## config.mk

```make
export PLATFORM = sky130hd
export DESIGN_NAME = usb_phy_flag_monitor
export DESIGN_NICKNAME = d
export VERILOG_FILES = /design/src/rtl/usb_frame_pkg.sv /design/src/rtl/pin_sync3.sv /design/src/rtl/token_check.sv /design/src/rtl/usb_phy_flag_monitor.sv
export SDC_FILE = /design/constraint.sdc
export NUM_CORES = 1
export LEC_CHECK = 0
export ABC_AREA = 1
export BUFFER_PORTS_ARGS = -buffer_cell sky130_fd_sc_hd__buf_4
export CORE_MARGIN = 1.5
export CORE_UTILIZATION = 50
export CTS_BUF_LIST = sky130_fd_sc_hd__clkbuf_4 sky130_fd_sc_hd__clkbuf_8 sky130_fd_sc_hd__clkbuf_16
export DETAILED_ROUTE_END_ITERATION = 16
export PLACE_DENSITY = 0.72
export SLEW_MARGIN = 10
export SYNTH_ARGS = -nofsm -noshare
export SYNTH_HDL_FRONTEND = slang
export SYNTH_SLANG_ARGS = --single-unit
```

## constraint.sdc

```tcl
create_clock -name clk -period 2.67 [get_ports clk]
set_clock_uncertainty 0.1 [all_clocks]
set_input_delay 0.4005 -clock clk [delete_from_list [all_inputs] [get_ports clk]]
set_output_delay 0.4005 -clock clk [all_outputs]
set_load 0.01 [all_outputs]
```

## src/rtl/usb_frame_pkg.sv

```systemverilog
package usb_frame_pkg;
	// Register offsets (byte addresses on the peripheral port)
	localparam logic [7:0]  OFF_OTG_FLAGS = 8'h14;
	localparam logic [7:0]  OFF_SERIAL    = 8'h18;
	localparam logic [7:0]  OFF_FLAGS     = 8'h1c;
	localparam logic [7:0]  OFF_HOLD      = 8'h20;
	localparam logic [7:0]  OFF_MASKS     = 8'h24;
	localparam logic [7:0]  OFF_FRAME     = 8'h28;
	localparam logic [7:0]  OFF_PID       = 8'h2c;
	localparam logic [7:0]  OFF_EP        = 8'h30;
	localparam logic [7:0]  OFF_EP_MARK   = 8'h34;
	localparam logic [7:0]  OFF_OTG_MASK  = 8'h38;

	// Line-event flag positions
	localparam int          NUM_FLAGS     = 7;
	localparam int          FLAG_TOKEN    = 6;
	localparam int          FLAG_SE0      = 5;
	localparam int          FLAG_K        = 4;
	localparam int          FLAG_J        = 3;
	localparam int          FLAG_CRC16    = 2;
	localparam int          FLAG_RXACT    = 1;
	localparam int          FLAG_RXERR    = 0;
	// Flags raised by one-cycle events rather than following a level
	localparam logic [6:0]  FLAG_PULSE    = 7'h44;

	// Serial control field positions and reset value of the writable bits
	localparam int          SER_RXRCV     = 6;
	localparam int          SER_RXDM      = 5;
	localparam int          SER_RXDP      = 4;
	localparam int          SER_TXSE0     = 3;
	localparam int          SER_TXDATA    = 2;
	localparam int          SER_TXEN_N    = 1;
	localparam int          SER_FSLS      = 0;
	localparam logic [3:0]  SER_RESET     = 4'h2;

	// Event port masks
	localparam int          NUM_PORTS     = 4;
	localparam int          MASK_W        = 8;

	// Frame number, endpoint and packet fields
	localparam int          FRAME_W       = 11;
	localparam int          EP_VALID_BIT  = 4;
	localparam logic [4:0]  EP_MARK       = 5'h10;
	localparam logic [6:0]  DEV_ADDR_RST  = 7'h00;

	// Decoded line state codes
	localparam logic [1:0]  LS_SE0        = 2'h0;
	localparam logic [1:0]  LS_J          = 2'h1;
	localparam logic [1:0]  LS_K          = 2'h2;

	// Token identification and CRC5
	localparam logic [3:0]  PID_SOF       = 4'h5;
	localparam logic [1:0]  PID_TOKEN_LO  = 2'h1;
	localparam logic [4:0]  CRC5_POLY     = 5'h05;
	localparam logic [4:0]  CRC5_INIT     = 5'h1f;

	// Width of the synchronised transceiver status bundle
	localparam int          SYNC_W        = 13;
endpackage

```

## src/rtl/pin_sync3.sv

```systemverilog
`timescale 1ns/1ps
module pin_sync3 #(
	parameter int W = 1
) (
	// Clock and reset
	input  wire logic         clk,
	input  wire logic         rst,
	// Asynchronous pins in, settled values out
	input  wire logic [W-1:0] pin_in,
	output logic      [W-1:0] pin_out
);
	logic [W-1:0] s1_r;
	logic [W-1:0] s2_r;
	logic [W-1:0] s3_r;
	logic [W-1:0] out_r;
	logic [W-1:0] out_nxt;

	// A bit changes only once stages two and three agree
	always_comb begin
		for (int i = 0; i < W; i++) begin
			out_nxt[i] = (s2_r[i] == s3_r[i]) ? s3_r[i] : out_r[i];
		end
	end

	always_ff @(posedge clk) begin
		if (rst) begin
			s1_r  <= '0;
			s2_r  <= '0;
			s3_r  <= '0;
			out_r <= '0;
		end else begin
			s1_r  <= pin_in;
			s2_r  <= s1_r;
			s3_r  <= s2_r;
			out_r <= out_nxt;
		end
	end

	assign pin_out = out_r;
endmodule

```

## src/rtl/token_check.sv

```systemverilog
`timescale 1ns/1ps
module token_check
	import usb_frame_pkg::*;
(
	// Token as received
	input  wire logic [7:0]  pid_byte,
	input  wire logic [15:0] body,
	input  wire logic [6:0]  dev_addr,
	// Verdicts
	output logic             crc_ok,
	output logic             pid_ok,
	output logic             is_token,
	output logic             is_sof,
	output logic             addr_hit
);
	logic [4:0] crc;
	logic [4:0] expect_crc;
	logic       fb;

	// CRC5 over address and endpoint, least significant bit first
	always_comb begin
		crc = CRC5_INIT;
		fb  = 1'b0;
		for (int i = 0; i < FRAME_W; i++) begin
			fb  = body[i] ^ crc[4];
			crc = {crc[3:0], 1'b0} ^ (fb ? CRC5_POLY : 5'h00);
		end
		for (int j = 0; j < 5; j++) begin
			expect_crc[j] = ~crc[4-j];
		end
	end

	assign crc_ok   = (body[15:11] == expect_crc);
	assign pid_ok   = (pid_byte[7:4] == ~pid_byte[3:0]);
	assign is_token = (pid_byte[1:0] == PID_TOKEN_LO);
	assign is_sof   = (pid_byte[3:0] == PID_SOF);
	assign addr_hit = (body[6:0] == dev_addr);
endmodule

```

## src/rtl/usb_phy_flag_monitor.sv

```systemverilog
`timescale 1ns/1ps
module usb_phy_flag_monitor
	import usb_frame_pkg::*;
(
	// Clock and reset
	input  wire logic        clk,
	input  wire logic        rst,
	// Peripheral register port
	input  wire logic [7:0]  reg_addr,
	input  wire logic        reg_wr,
	input  wire logic        reg_rd,
	input  wire logic [31:0] reg_wdata,
	output logic      [31:0] reg_rdata,
	// Transceiver status pins
	input  wire logic        utmi_bvalid,
	input  wire logic        utmi_idgnd,
	input  wire logic        utmi_hostdis,
	input  wire logic        utmi_vbusvld,
	input  wire logic        utmi_sessvld,
	input  wire logic        utmi_sessend,
	input  wire logic        utmi_rxrcv,
	input  wire logic        utmi_rxdm,
	input  wire logic        utmi_rxdp,
	input  wire logic [1:0]  utmi_linestate,
	input  wire logic        utmi_rxactive,
	input  wire logic        utmi_rxerror,
	// Serial line drive
	output logic             tx_se0,
	output logic             tx_data,
	output logic             tx_enable_n,
	output logic             fsls_serial,
	// Packet decoder, same clock
	input  wire logic        pkt_start,
	input  wire logic [3:0]  pkt_pid,
	input  wire logic        tok_valid,
	input  wire logic [7:0]  tok_pid,
	input  wire logic [15:0] tok_body,
	input  wire logic        data_crc_err,
	input  wire logic [6:0]  dev_addr,
	// Event ports
	output logic             event_port_a,
	output logic             event_port_b,
	output logic             event_port_c,
	output logic             event_port_d,
	// Receive endpoint port
	output logic      [4:0]  rx_ep,
	output logic             rx_ep_valid
);
	logic [SYNC_W-1:0]  sync_out;
	logic [5:0]         otg_s;
	logic [2:0]         rxl_s;
	logic [1:0]         ls_s;
	logic               rxact_s;
	logic               rxerr_s;

	logic               crc_ok;
	logic               pid_ok;
	logic               is_token;
	logic               is_sof;
	logic               addr_hit;
	logic               tok_accept;
	logic               sof_ok;

	logic [6:0]         flags_r, flags_nxt;
	logic [6:0]         hold_r, hold_nxt;
	logic [31:0]        masks_r, masks_nxt;
	logic [3:0]         ser_r, ser_nxt;
	logic [FRAME_W-1:0] frame_r, frame_nxt;
	logic [3:0]         pid_r, pid_nxt;
	logic [4:0]         ep_r, ep_nxt;
	logic [15:0]        mark_r, mark_nxt;
	logic [31:0]        otg_mask_r, otg_mask_nxt;
	logic [4:0]         rx_ep_r, rx_ep_nxt;
	logic               rx_ep_valid_r, rx_ep_valid_nxt;
	logic [31:0]        rdata_r, rdata_nxt;
	logic [6:0]         ev;
	logic [6:0]         clr;
	logic [NUM_PORTS-1:0] port_hit;
	logic               wr_at_flags;

	pin_sync3 #(.W(SYNC_W)) u_sync (
		.clk     (clk),
		.rst     (rst),
		.pin_in  ({utmi_bvalid, utmi_idgnd, utmi_hostdis, utmi_vbusvld,
			   utmi_sessvld, utmi_sessend, utmi_rxrcv, utmi_rxdm, utmi_rxdp,
			   utmi_linestate, utmi_rxactive, utmi_rxerror}),
		.pin_out (sync_out)
	);

	assign otg_s   = sync_out[12:7];
	assign rxl_s   = sync_out[6:4];
	assign ls_s    = sync_out[3:2];
	assign rxact_s = sync_out[1];
	assign rxerr_s = sync_out[0];

	token_check u_tok (
		.pid_byte (tok_pid),
		.body     (tok_body),
		.dev_addr (dev_addr),
		.crc_ok   (crc_ok),
		.pid_ok   (pid_ok),
		.is_token (is_token),
		.is_sof   (is_sof),
		.addr_hit (addr_hit)
	);

	// Start-of-frame carries no address, so it bypasses the address check
	assign tok_accept = tok_valid & crc_ok & pid_ok & is_token & ~is_sof & addr_hit;
	assign sof_ok     = tok_valid & crc_ok & pid_ok & is_sof;

	assign wr_at_flags = reg_wr & (reg_addr == OFF_FLAGS);
	assign clr         = wr_at_flags ? reg_wdata[6:0] : 7'h00;

	always_comb begin
		ev[FLAG_TOKEN] = tok_accept;
		ev[FLAG_SE0]   = (ls_s == LS_SE0);
		ev[FLAG_K]     = (ls_s == LS_K);
		ev[FLAG_J]     = (ls_s == LS_J);
		ev[FLAG_CRC16] = data_crc_err;
		ev[FLAG_RXACT] = rxact_s;
		ev[FLAG_RXERR] = rxerr_s;
	end

	// A new event always wins over a clear in the same cycle
	always_comb begin
		for (int i = 0; i < NUM_FLAGS; i++) begin
			if (hold_r[i]) begin
				flags_nxt[i] = ev[i] | (flags_r[i] & ~clr[i]);
			end else if (FLAG_PULSE[i]) begin
				flags_nxt[i] = ev[i] | (flags_r[i] & ~clr[i] & ~pkt_start);
			end else begin
				flags_nxt[i] = ev[i];
			end
		end
	end

	always_comb begin
		hold_nxt     = hold_r;
		masks_nxt    = masks_r;
		ser_nxt      = ser_r;
		frame_nxt    = frame_r;
		mark_nxt     = mark_r;
		otg_mask_nxt = otg_mask_r;
		if (reg_wr) begin
			unique case (reg_addr)
				OFF_HOLD:     hold_nxt     = reg_wdata[6:0];
				OFF_MASKS:    masks_nxt    = reg_wdata;
				OFF_SERIAL:   ser_nxt      = reg_wdata[3:0];
				OFF_FRAME:    frame_nxt    = reg_wdata[FRAME_W-1:0];
				OFF_EP_MARK:  mark_nxt     = reg_wdata[15:0];
				OFF_OTG_MASK: otg_mask_nxt = reg_wdata;
				default:      ;
			endcase
		end
		// The frame number seen on the wire overrides a software write
		if (sof_ok) begin
			frame_nxt = tok_body[FRAME_W-1:0];
		end
	end

	always_comb begin
		pid_nxt         = pkt_start ? pkt_pid : pid_r;
		ep_nxt          = ep_r;
		rx_ep_nxt       = rx_ep_r;
		rx_ep_valid_nxt = tok_accept;
		if (tok_accept) begin
			ep_nxt    = {1'b1, tok_body[10:7]};
			rx_ep_nxt = {1'b0, tok_body[10:7]} |
				    (mark_r[tok_body[10:7]] ? EP_MARK : 5'h00);
		end
	end

	// Read data is registered; unmapped and reserved bits read zero
	always_comb begin
		rdata_nxt = rdata_r;
		if (reg_rd) begin
			unique case (reg_addr)
				OFF_OTG_FLAGS: rdata_nxt = {26'h0, otg_s};
				OFF_SERIAL:    rdata_nxt = {25'h0, rxl_s, ser_r};
				OFF_FLAGS:     rdata_nxt = {25'h0, flags_r};
				OFF_HOLD:      rdata_nxt = {25'h0, hold_r};
				OFF_MASKS:     rdata_nxt = masks_r;
				OFF_FRAME:     rdata_nxt = {21'h0, frame_r};
				OFF_PID:       rdata_nxt = {28'h0, pid_r};
				OFF_EP:        rdata_nxt = {27'h0, ep_r};
				OFF_EP_MARK:   rdata_nxt = {16'h0, mark_r};
				OFF_OTG_MASK:  rdata_nxt = otg_mask_r;
				default:       rdata_nxt = 32'h0;
			endcase
		end
	end

	always_ff @(posedge clk) begin
		if (rst) begin
			flags_r       <= 7'h00;
			hold_r        <= 7'h00;
			masks_r       <= 32'h0;
			ser_r         <= SER_RESET;
			frame_r       <= 11'h000;
			pid_r         <= 4'h0;
			ep_r          <= 5'h00;
			mark_r        <= 16'h0;
			otg_mask_r    <= 32'h0;
			rx_ep_r       <= 5'h00;
			rx_ep_valid_r <= 1'b0;
			rdata_r       <= 32'h0;
		end else begin
			flags_r       <= flags_nxt;
			hold_r        <= hold_nxt;
			masks_r       <= masks_nxt;
			ser_r         <= ser_nxt;
			frame_r       <= frame_nxt;
			pid_r         <= pid_nxt;
			ep_r          <= ep_nxt;
			mark_r        <= mark_nxt;
			otg_mask_r    <= otg_mask_nxt;
			rx_ep_r       <= rx_ep_nxt;
			rx_ep_valid_r <= rx_ep_valid_nxt;
			rdata_r       <= rdata_nxt;
		end
	end

	genvar g;
	generate
		for (g = 0; g < NUM_PORTS; g++) begin : g_port
			assign port_hit[g] = |(flags_r & masks_r[g*MASK_W +: NUM_FLAGS]);
		end
	endgenerate

	assign event_port_a = port_hit[0];
	assign event_port_b = port_hit[1];
	assign event_port_c = port_hit[2];
	assign event_port_d = port_hit[3];

	assign tx_se0      = ser_r[SER_TXSE0];
	assign tx_data     = ser_r[SER_TXDATA];
	assign tx_enable_n = ser_r[SER_TXEN_N];
	assign fsls_serial = ser_r[SER_FSLS];
	assign rx_ep       = rx_ep_r;
	assign rx_ep_valid = rx_ep_valid_r;
	assign reg_rdata   = rdata_r;

	logic [6:0] kept;
	assign kept = flags_r & hold_r & ~clr;
endmodule

```

## Word level (Yosys, flattened, before mapping)

Cells that the tools add are included.
Widths: inputs -> output; s select.

- Bits in latches: 0
- Register bits after elaboration: 208
- Output and inout port bits: 46
- Memory bits (read-only): 0
- Logic and storage cells: 164
- Bits in writable memories: 0
- Input port bits: 95
- Memories kept: 0

- $mul: 0
- Equality and inequality tests: 30
- $lt $le $gt $ge: 1
- Add/sub/neg operators: 0
- Shift operators: 0
- Div/mod/pow operators: 0
- Mux-type cells: 26
- Reductions and logical operators: 13
- Bitwise operators: 66

Operators by type and width:

| cell | number |
|---|---|
| $pmux 32 s10 | 1 |
| $eq 8x6->1 const B | 7 |
| $xor 5x5->5 | 10 |
| $mux 11 | 3 |
| $mux 3 | 11 |
| $and 7x7->7 | 4 |
| $reduce_or 7->1 | 4 |
| $eq 8x5->1 const B | 3 |
| $and 1x1->1 | 16 |
| $not 1->1 | 14 |
| $eq 1x1->1 | 13 |
| $reduce_and 2->1 | 6 |
| $xor 1x1->1 | 10 |
| $or 1x1->1 | 9 |
| $mux 1 | 8 |
| $not 4->4 | 2 |
| $eq 7x7->1 | 1 |
| $mux 7 | 1 |
| $eq 5x5->1 | 1 |
| $lt 4x5->1 const B | 1 |
| $mux 5 | 1 |
| $or 4x5->5 | 1 |
| $bmux 1 s4 | 1 |
| $eq 2x1->1 const B | 2 |
| 5 further kinds | 6 |

## Logic depth before layout (Yosys ltp)

- Depth after elaboration: 41
- Depth in mapped cells: 18
- Mapped depth without buffers: 17

## Cells and area by module

A second synthesis with hierarchy kept.

- Cells, all modules: 1,263
- Area, all modules: 8,913.5 um2

Modules (own cells, without submodules):

| module | area an instance (um2) | cells each | times used |
|---|---|---|---|
| usb_phy_flag_monitor | 6,775.2 | 971 | 1 |
| pin_sync3 | 1,556.5 | 175 | 1 |
| token_check | 581.8 | 117 | 1 |

## Worst setup path after synthesis

OpenSTA, ideal clock, no wires.

- Path type: input to register
- Start: input tok_body[2]
- End: register frame_r[10]
- Slack: 0.780 ns
- Required time: 2.438 ns
- Library setup time: 0.132 ns
- Path buffers: 2
- Data arrival time: 1.658 ns
- Stages on the path: 14
- Path through: buf_4 > xnor2_1 > nand2_1 > nand2_1 > nand2_1 > nand2_1 > nand2_1 > nand2_1 > nand2_2 > nor2_4 > nand3_2 > buf_4 > nand3_1 > a21oi_1

- Cells in the longest elaborated chain, start to end: 22
- Elaborated cells between the ends (all ways): 31
- Those cells by class: 1 x eq/ne; 6 x mux; 21 x bitwise; 3 x reduce/logical

RTL lines:

| element | line | text |
|---|---|---|
| from (decl) | usb_phy_flag_monitor.sv:37 | `input wire logic [15:0] tok_body,` |
| $xor 1x1->1 (*) | token_check.sv:25 | `fb = body[i] ^ crc[4];` |
| $mux 3 (*) | token_check.sv:26 | `crc = {crc[3:0], 1'b0} ^ (fb ? CRC5_POLY : 5'h00);` |
| $xor 5x5->5 (*) (3 in a row) | token_check.sv:26 |  |
| $xor 1x1->1 / $xor 5x5->5 (equally long branches) | token_check.sv:25, token_check.sv:26 |  |
| $mux 3 / $xor 5x5->5 (equally long branches) | token_check.sv:26 |  |
| $xor 5x5->5 (*) (3 in a row) | token_check.sv:26 |  |
| $xor 1x1->1 / $xor 5x5->5 (equally long branches) | token_check.sv:25, token_check.sv:26 |  |
| $mux 3 / $xor 5x5->5 (equally long branches) | token_check.sv:26 |  |
| $xor 5x5->5 (*) (3 in a row) | token_check.sv:26 |  |
| $not 1->1 | token_check.sv:29 | `expect_crc[j] = ~crc[4-j];` |
| $eq 5x5->1 (*) | token_check.sv:33 | `assign crc_ok = (body[15:11] == expect_crc);` |
| $and 1x1->1 (*) (3 in a row) | usb_phy_flag_monitor.sv:109 | `assign sof_ok = tok_valid & crc_ok & pid_ok & is_sof;` |
| $reduce_bool 2->1 (no line) | -- |  |
| $reduce_and 2->1 (no line) | -- |  |
| to (signal assigned) | usb_phy_flag_monitor.sv:212 | `frame_r <= frame_nxt;` |
| to (decl) | usb_phy_flag_monitor.sv:68 | `logic [FRAME_W-1:0] frame_r, frame_nxt;` |

Every way passes the cells marked *; elsewhere a longest branch is shown, timed or not.
A chain may end at the register's enable or synchronous reset.

## Worst setup path in the final report

- Start: register flags_r[2]
- End: output event_port_b

- Cells in the longest elaborated chain, start to end: 2

RTL lines:

| element | line | text |
|---|---|---|
| from (decl) | usb_phy_flag_monitor.sv:64 | `logic [6:0] flags_r, flags_nxt;` |
| from (signal assigned) | usb_phy_flag_monitor.sv:208 | `flags_r <= flags_nxt;` |
| $and 7x7->7 | usb_phy_flag_monitor.sv:226 | `assign port_hit[g] = \|(flags_r & masks_r[g*MASK_W +: NUM_FLAGS]);` |
| $reduce_or 7->1 | usb_phy_flag_monitor.sv:226 |  |
| to (decl) | usb_phy_flag_monitor.sv:42 | `output logic event_port_b,` |

Every way passes these cells.

==> out/qor.txt <==
CP endpoint: event_port_b
Max Cap Viol: 0
Hold crit path type: primary input to flop
Power per cell area: 634 nW/um2
Boundary Pins: 141
Setup slack at placement: 157 ps
Unrepaired setup endpoints after global routing: false
Final #Nets: 1428
Clock Latency Late Sink: 500 ps
Post-route setup TNS: 0 ps
I/O Buffers: 140
Reg-to-Reg End: rx_ep[4]$_SDFFE_PP0P_
Pin count of the biggest net entering global routing: 112
GRT overflow: 0
Crit path max-delay family: compound AO/OA/AOI/OAI gates
Maximum clock insertion buffer count: 3
Worst R2R Start: mark_r[3]$_SDFFE_PP0P_
Static leakage: 4.39 nW
CTS sink count: 204
Synthesis-to-finish area growth: 24.4%
Synth Instances: 1204
Register area share after synthesis: 0.466
Detailed-route via count: 8383
Antenna fix cells: 0
Fin. Hold Viols: 0
CTS clk-pin slew, worst paths: 60 ps
Post-synth ARST share: 0
Final WS setup: 353 ps
Yosys warns: 0
Critical path startpoint: flags_r[2]$_SDFF_PP0_
Drt initial violations: 656
H-tree depth: 1
First-pass GRT wire length: 38800 um
Final setup vio count: 0
Crit end category: output port
Number of global-route vias before repair: 7746
Die width: 135 um
Share of cells above drive strength 1: 0.174
Slowest-stage cell, CP: dfxtp_1
Post-CTS Setup Bufs: 0
CP startpoint kind: flop
Routed Antenna Nets: 0
Peak VDD IR: 0.431 mV
#FFs+latches synth: 204
Max-slew violations: 0
Antenna violations before repair: 0
Number of buffers and inverters on the critical path: 2
Cell area after synthesis: 8760 um2
Final Cycle Share: 0.868
Synth Area per Inst: 7.28 um2
Root buf cell: clkbuf_16
Die ar.: 18300 um2
Crit Path Max Fanout: 4
Die Y: 135 um
GPL Wtd Cong: 0.892
CP cell instances: inv_1, o22ai_1, a221oi_1, o2111ai_1, buf_4
Min Tclk post-route: 2320 ps
Peak Freq: 432 MHz
Reg area: 4080 um2
EDFF count, synth: 0
Detail-routed net length per standard cell: 15.4 um
Post-DP HPWL: 16800 um
Rows: 48
Syn_nets: 1299
Initial Util: 0.508
Drt total wl: 24200 um
Req. time, crit path: 2170 ps
CP Data Arrival Time: 1820 ps
Crit path kind: flop to output port
Fillers: 1543
Via/cell ratio: 5.33
Multi-input logic area: 3730 um2
Worst-margin pin slew: 1150 ps
Critical Path Stages: 5
Synth unique cells: 37
R2r setup slk: 1180 ps
CTS tree: done
Gr usage total: 0.264
Slew headroom: 0.233
Outcome: finished clean
CTS Buf Count: 22
Slowest cell delay on critical path: 400 ps
Initial DRT Pass Iterations: 5
Top_reg_cell synth: dfxtp_1
Core Region: 17200 um2
DRC errors left: 0
Reg2reg path depth: 9
Post_cts resized: 0
per-layer routing:
metal,part of all wire,global-route usage,vias up
li1,-,-,4211
met1,0.44,0.354,3823
met2,0.47,0.441,280
met3,0.056,0.0307,69
met4,0.035,0.0950,0
met5,0,0,-
cell families after synthesis:
kind of cell	after synthesis	share of synthesized area
and+or+nand+nor	390	0.193
AOI/OAI and AO/OA	356	0.220
buffers and inverters	241	0.108
DFF	204	0.466
xor gates and xnor gates	13	0.0130
worst min path at each step:
stage | cells past startpoint | endpoint | slack, ps | startpoint
floorplan | 2 | u_sync.s2_r[0]$_SDFF_PP0_ | 290 | u_sync.s1_r[0]$_SDFF_PP0_
global placement | 2 | u_sync.s2_r[7]$_SDFF_PP0_ | 290 | u_sync.s1_r[7]$_SDFF_PP0_
detailed placement | 2 | u_sync.s2_r[1]$_SDFF_PP0_ | 290 | u_sync.s1_r[1]$_SDFF_PP0_
CTS | 3 | u_sync.s1_r[8]$_SDFF_PP0_ | 0.5 | utmi_sessvld
global route | 3 | u_sync.s1_r[8]$_SDFF_PP0_ | 10 | utmi_sessvld
finish | 3 | u_sync.s1_r[8]$_SDFF_PP0_ | 5 | utmi_sessvld
state kept, by name, summed over array words and instances, names as in the netlist:
signal,cells
ep_r,5
flags_r,7
frame_r,11
hold_r,7
mark_r,16
masks_r,32
otg_mask_r,32
pid_r,4
reg_rdata,32
rx_ep,1
rx_ep_valid,1
ser_r,4
u_sync.pin_out,13
u_sync.s1_r,13
u_sync.s2_r,13
u_sync.s3_r,13
cell usage in the layout (no fill, tap or decap), drive strengths merged:
cell and n:
nand2 234, dfxtp 204, inv 173, a21oi 165
buf 162, o21ai 119, nor2 79, nand3 45
o22ai 34, clkbuf 24, nand4 16, dlygate4sd3 12
a211oi 11, a31oi 9, clkinv 8, nor3 8
xnor2 7, a221oi 6, o2111ai 6, xor2 6
bufinv 5, o221ai 4, nand3b 4, clkinvlp 2
or2 2, o211ai 1, a21boi 1, and2 1
nor4 1
tightest hold or removal path, stage by stage:
cell    delay (ps)
buf_4           70
inv_1           30
nor2_1          70
area by class of cell:
cell class | count | area share
timing repair buffer | 174 | 0.124
tap | 225 | 0.0258
clock inverter | 16 | 0.0206
inverter | 172 | 0.0592
clock buffer | 24 | 0.0540
multi-input combinational | 759 | 0.342
sequential | 204 | 0.374
what timing repair did:
item	4_1_cts	5_1_grt
hold buffers	12	0
hold endpoints to repair	12	0
setup endpoints to repair	0	0
where the power goes:
group,switching (mW),internal (mW),leakage (nW)
Sequential,0.0181,3.08,1.65
Combinational,0.280,0.193,2.34
Clock,1.26,2.09,0.398
Total,1.56,5.36,4.39
cells in the mapped netlist, types with 3 or more instances:
master       n  area [um2]
nor2_1      78         293
inv_2        8        30.0
inv_1      164         616
buf_2       11        55.1
nand2_1    220         826
nor3_2       4        40.0
o21ai_0    105         526
buf_1        6        22.5
a211oi_1    11        82.6
nand2_2     13        81.3
o2111ai_1    6        52.6
nor3_1       3        15.0
nand4_1     16         100
xnor2_1      7        61.3
a221oi_1     6        52.6
o22ai_1     34         213
dfxtp_1    204        4080
nand3_1     44         220
xor2_1       6        52.6
buf_4        6        45.0
a31oi_1      9        56.3
nand3b_1     4        30.0
a21oi_1    165         826
clkbuf_1    45         169
o21ai_1     14        70.1
o221ai_1     4        35.0
per-stage QoR:
| step | utilization | instances | cell area [um2] | hold slack, ps | power, mW |
|---|---|---|---|---|---|
| after floorplan | - | 1204 | 8760 | 288 | 3.40 |
| after global placement | 0.579 | 1522 | 9970 | 289 | 3.61 |
| after detailed placement | 0.579 | 1522 | 9970 | 292 | 3.62 |
| after CTS | 0.633 | 1574 | 10900 | 0.493 | 6.96 |
| after global routing | 0.633 | 1574 | 10900 | 12.2 | 7.13 |
| final | 0.633 | 1574 | 10900 | 5.18 | 6.92 |
(Power assumes the default switching activity.)
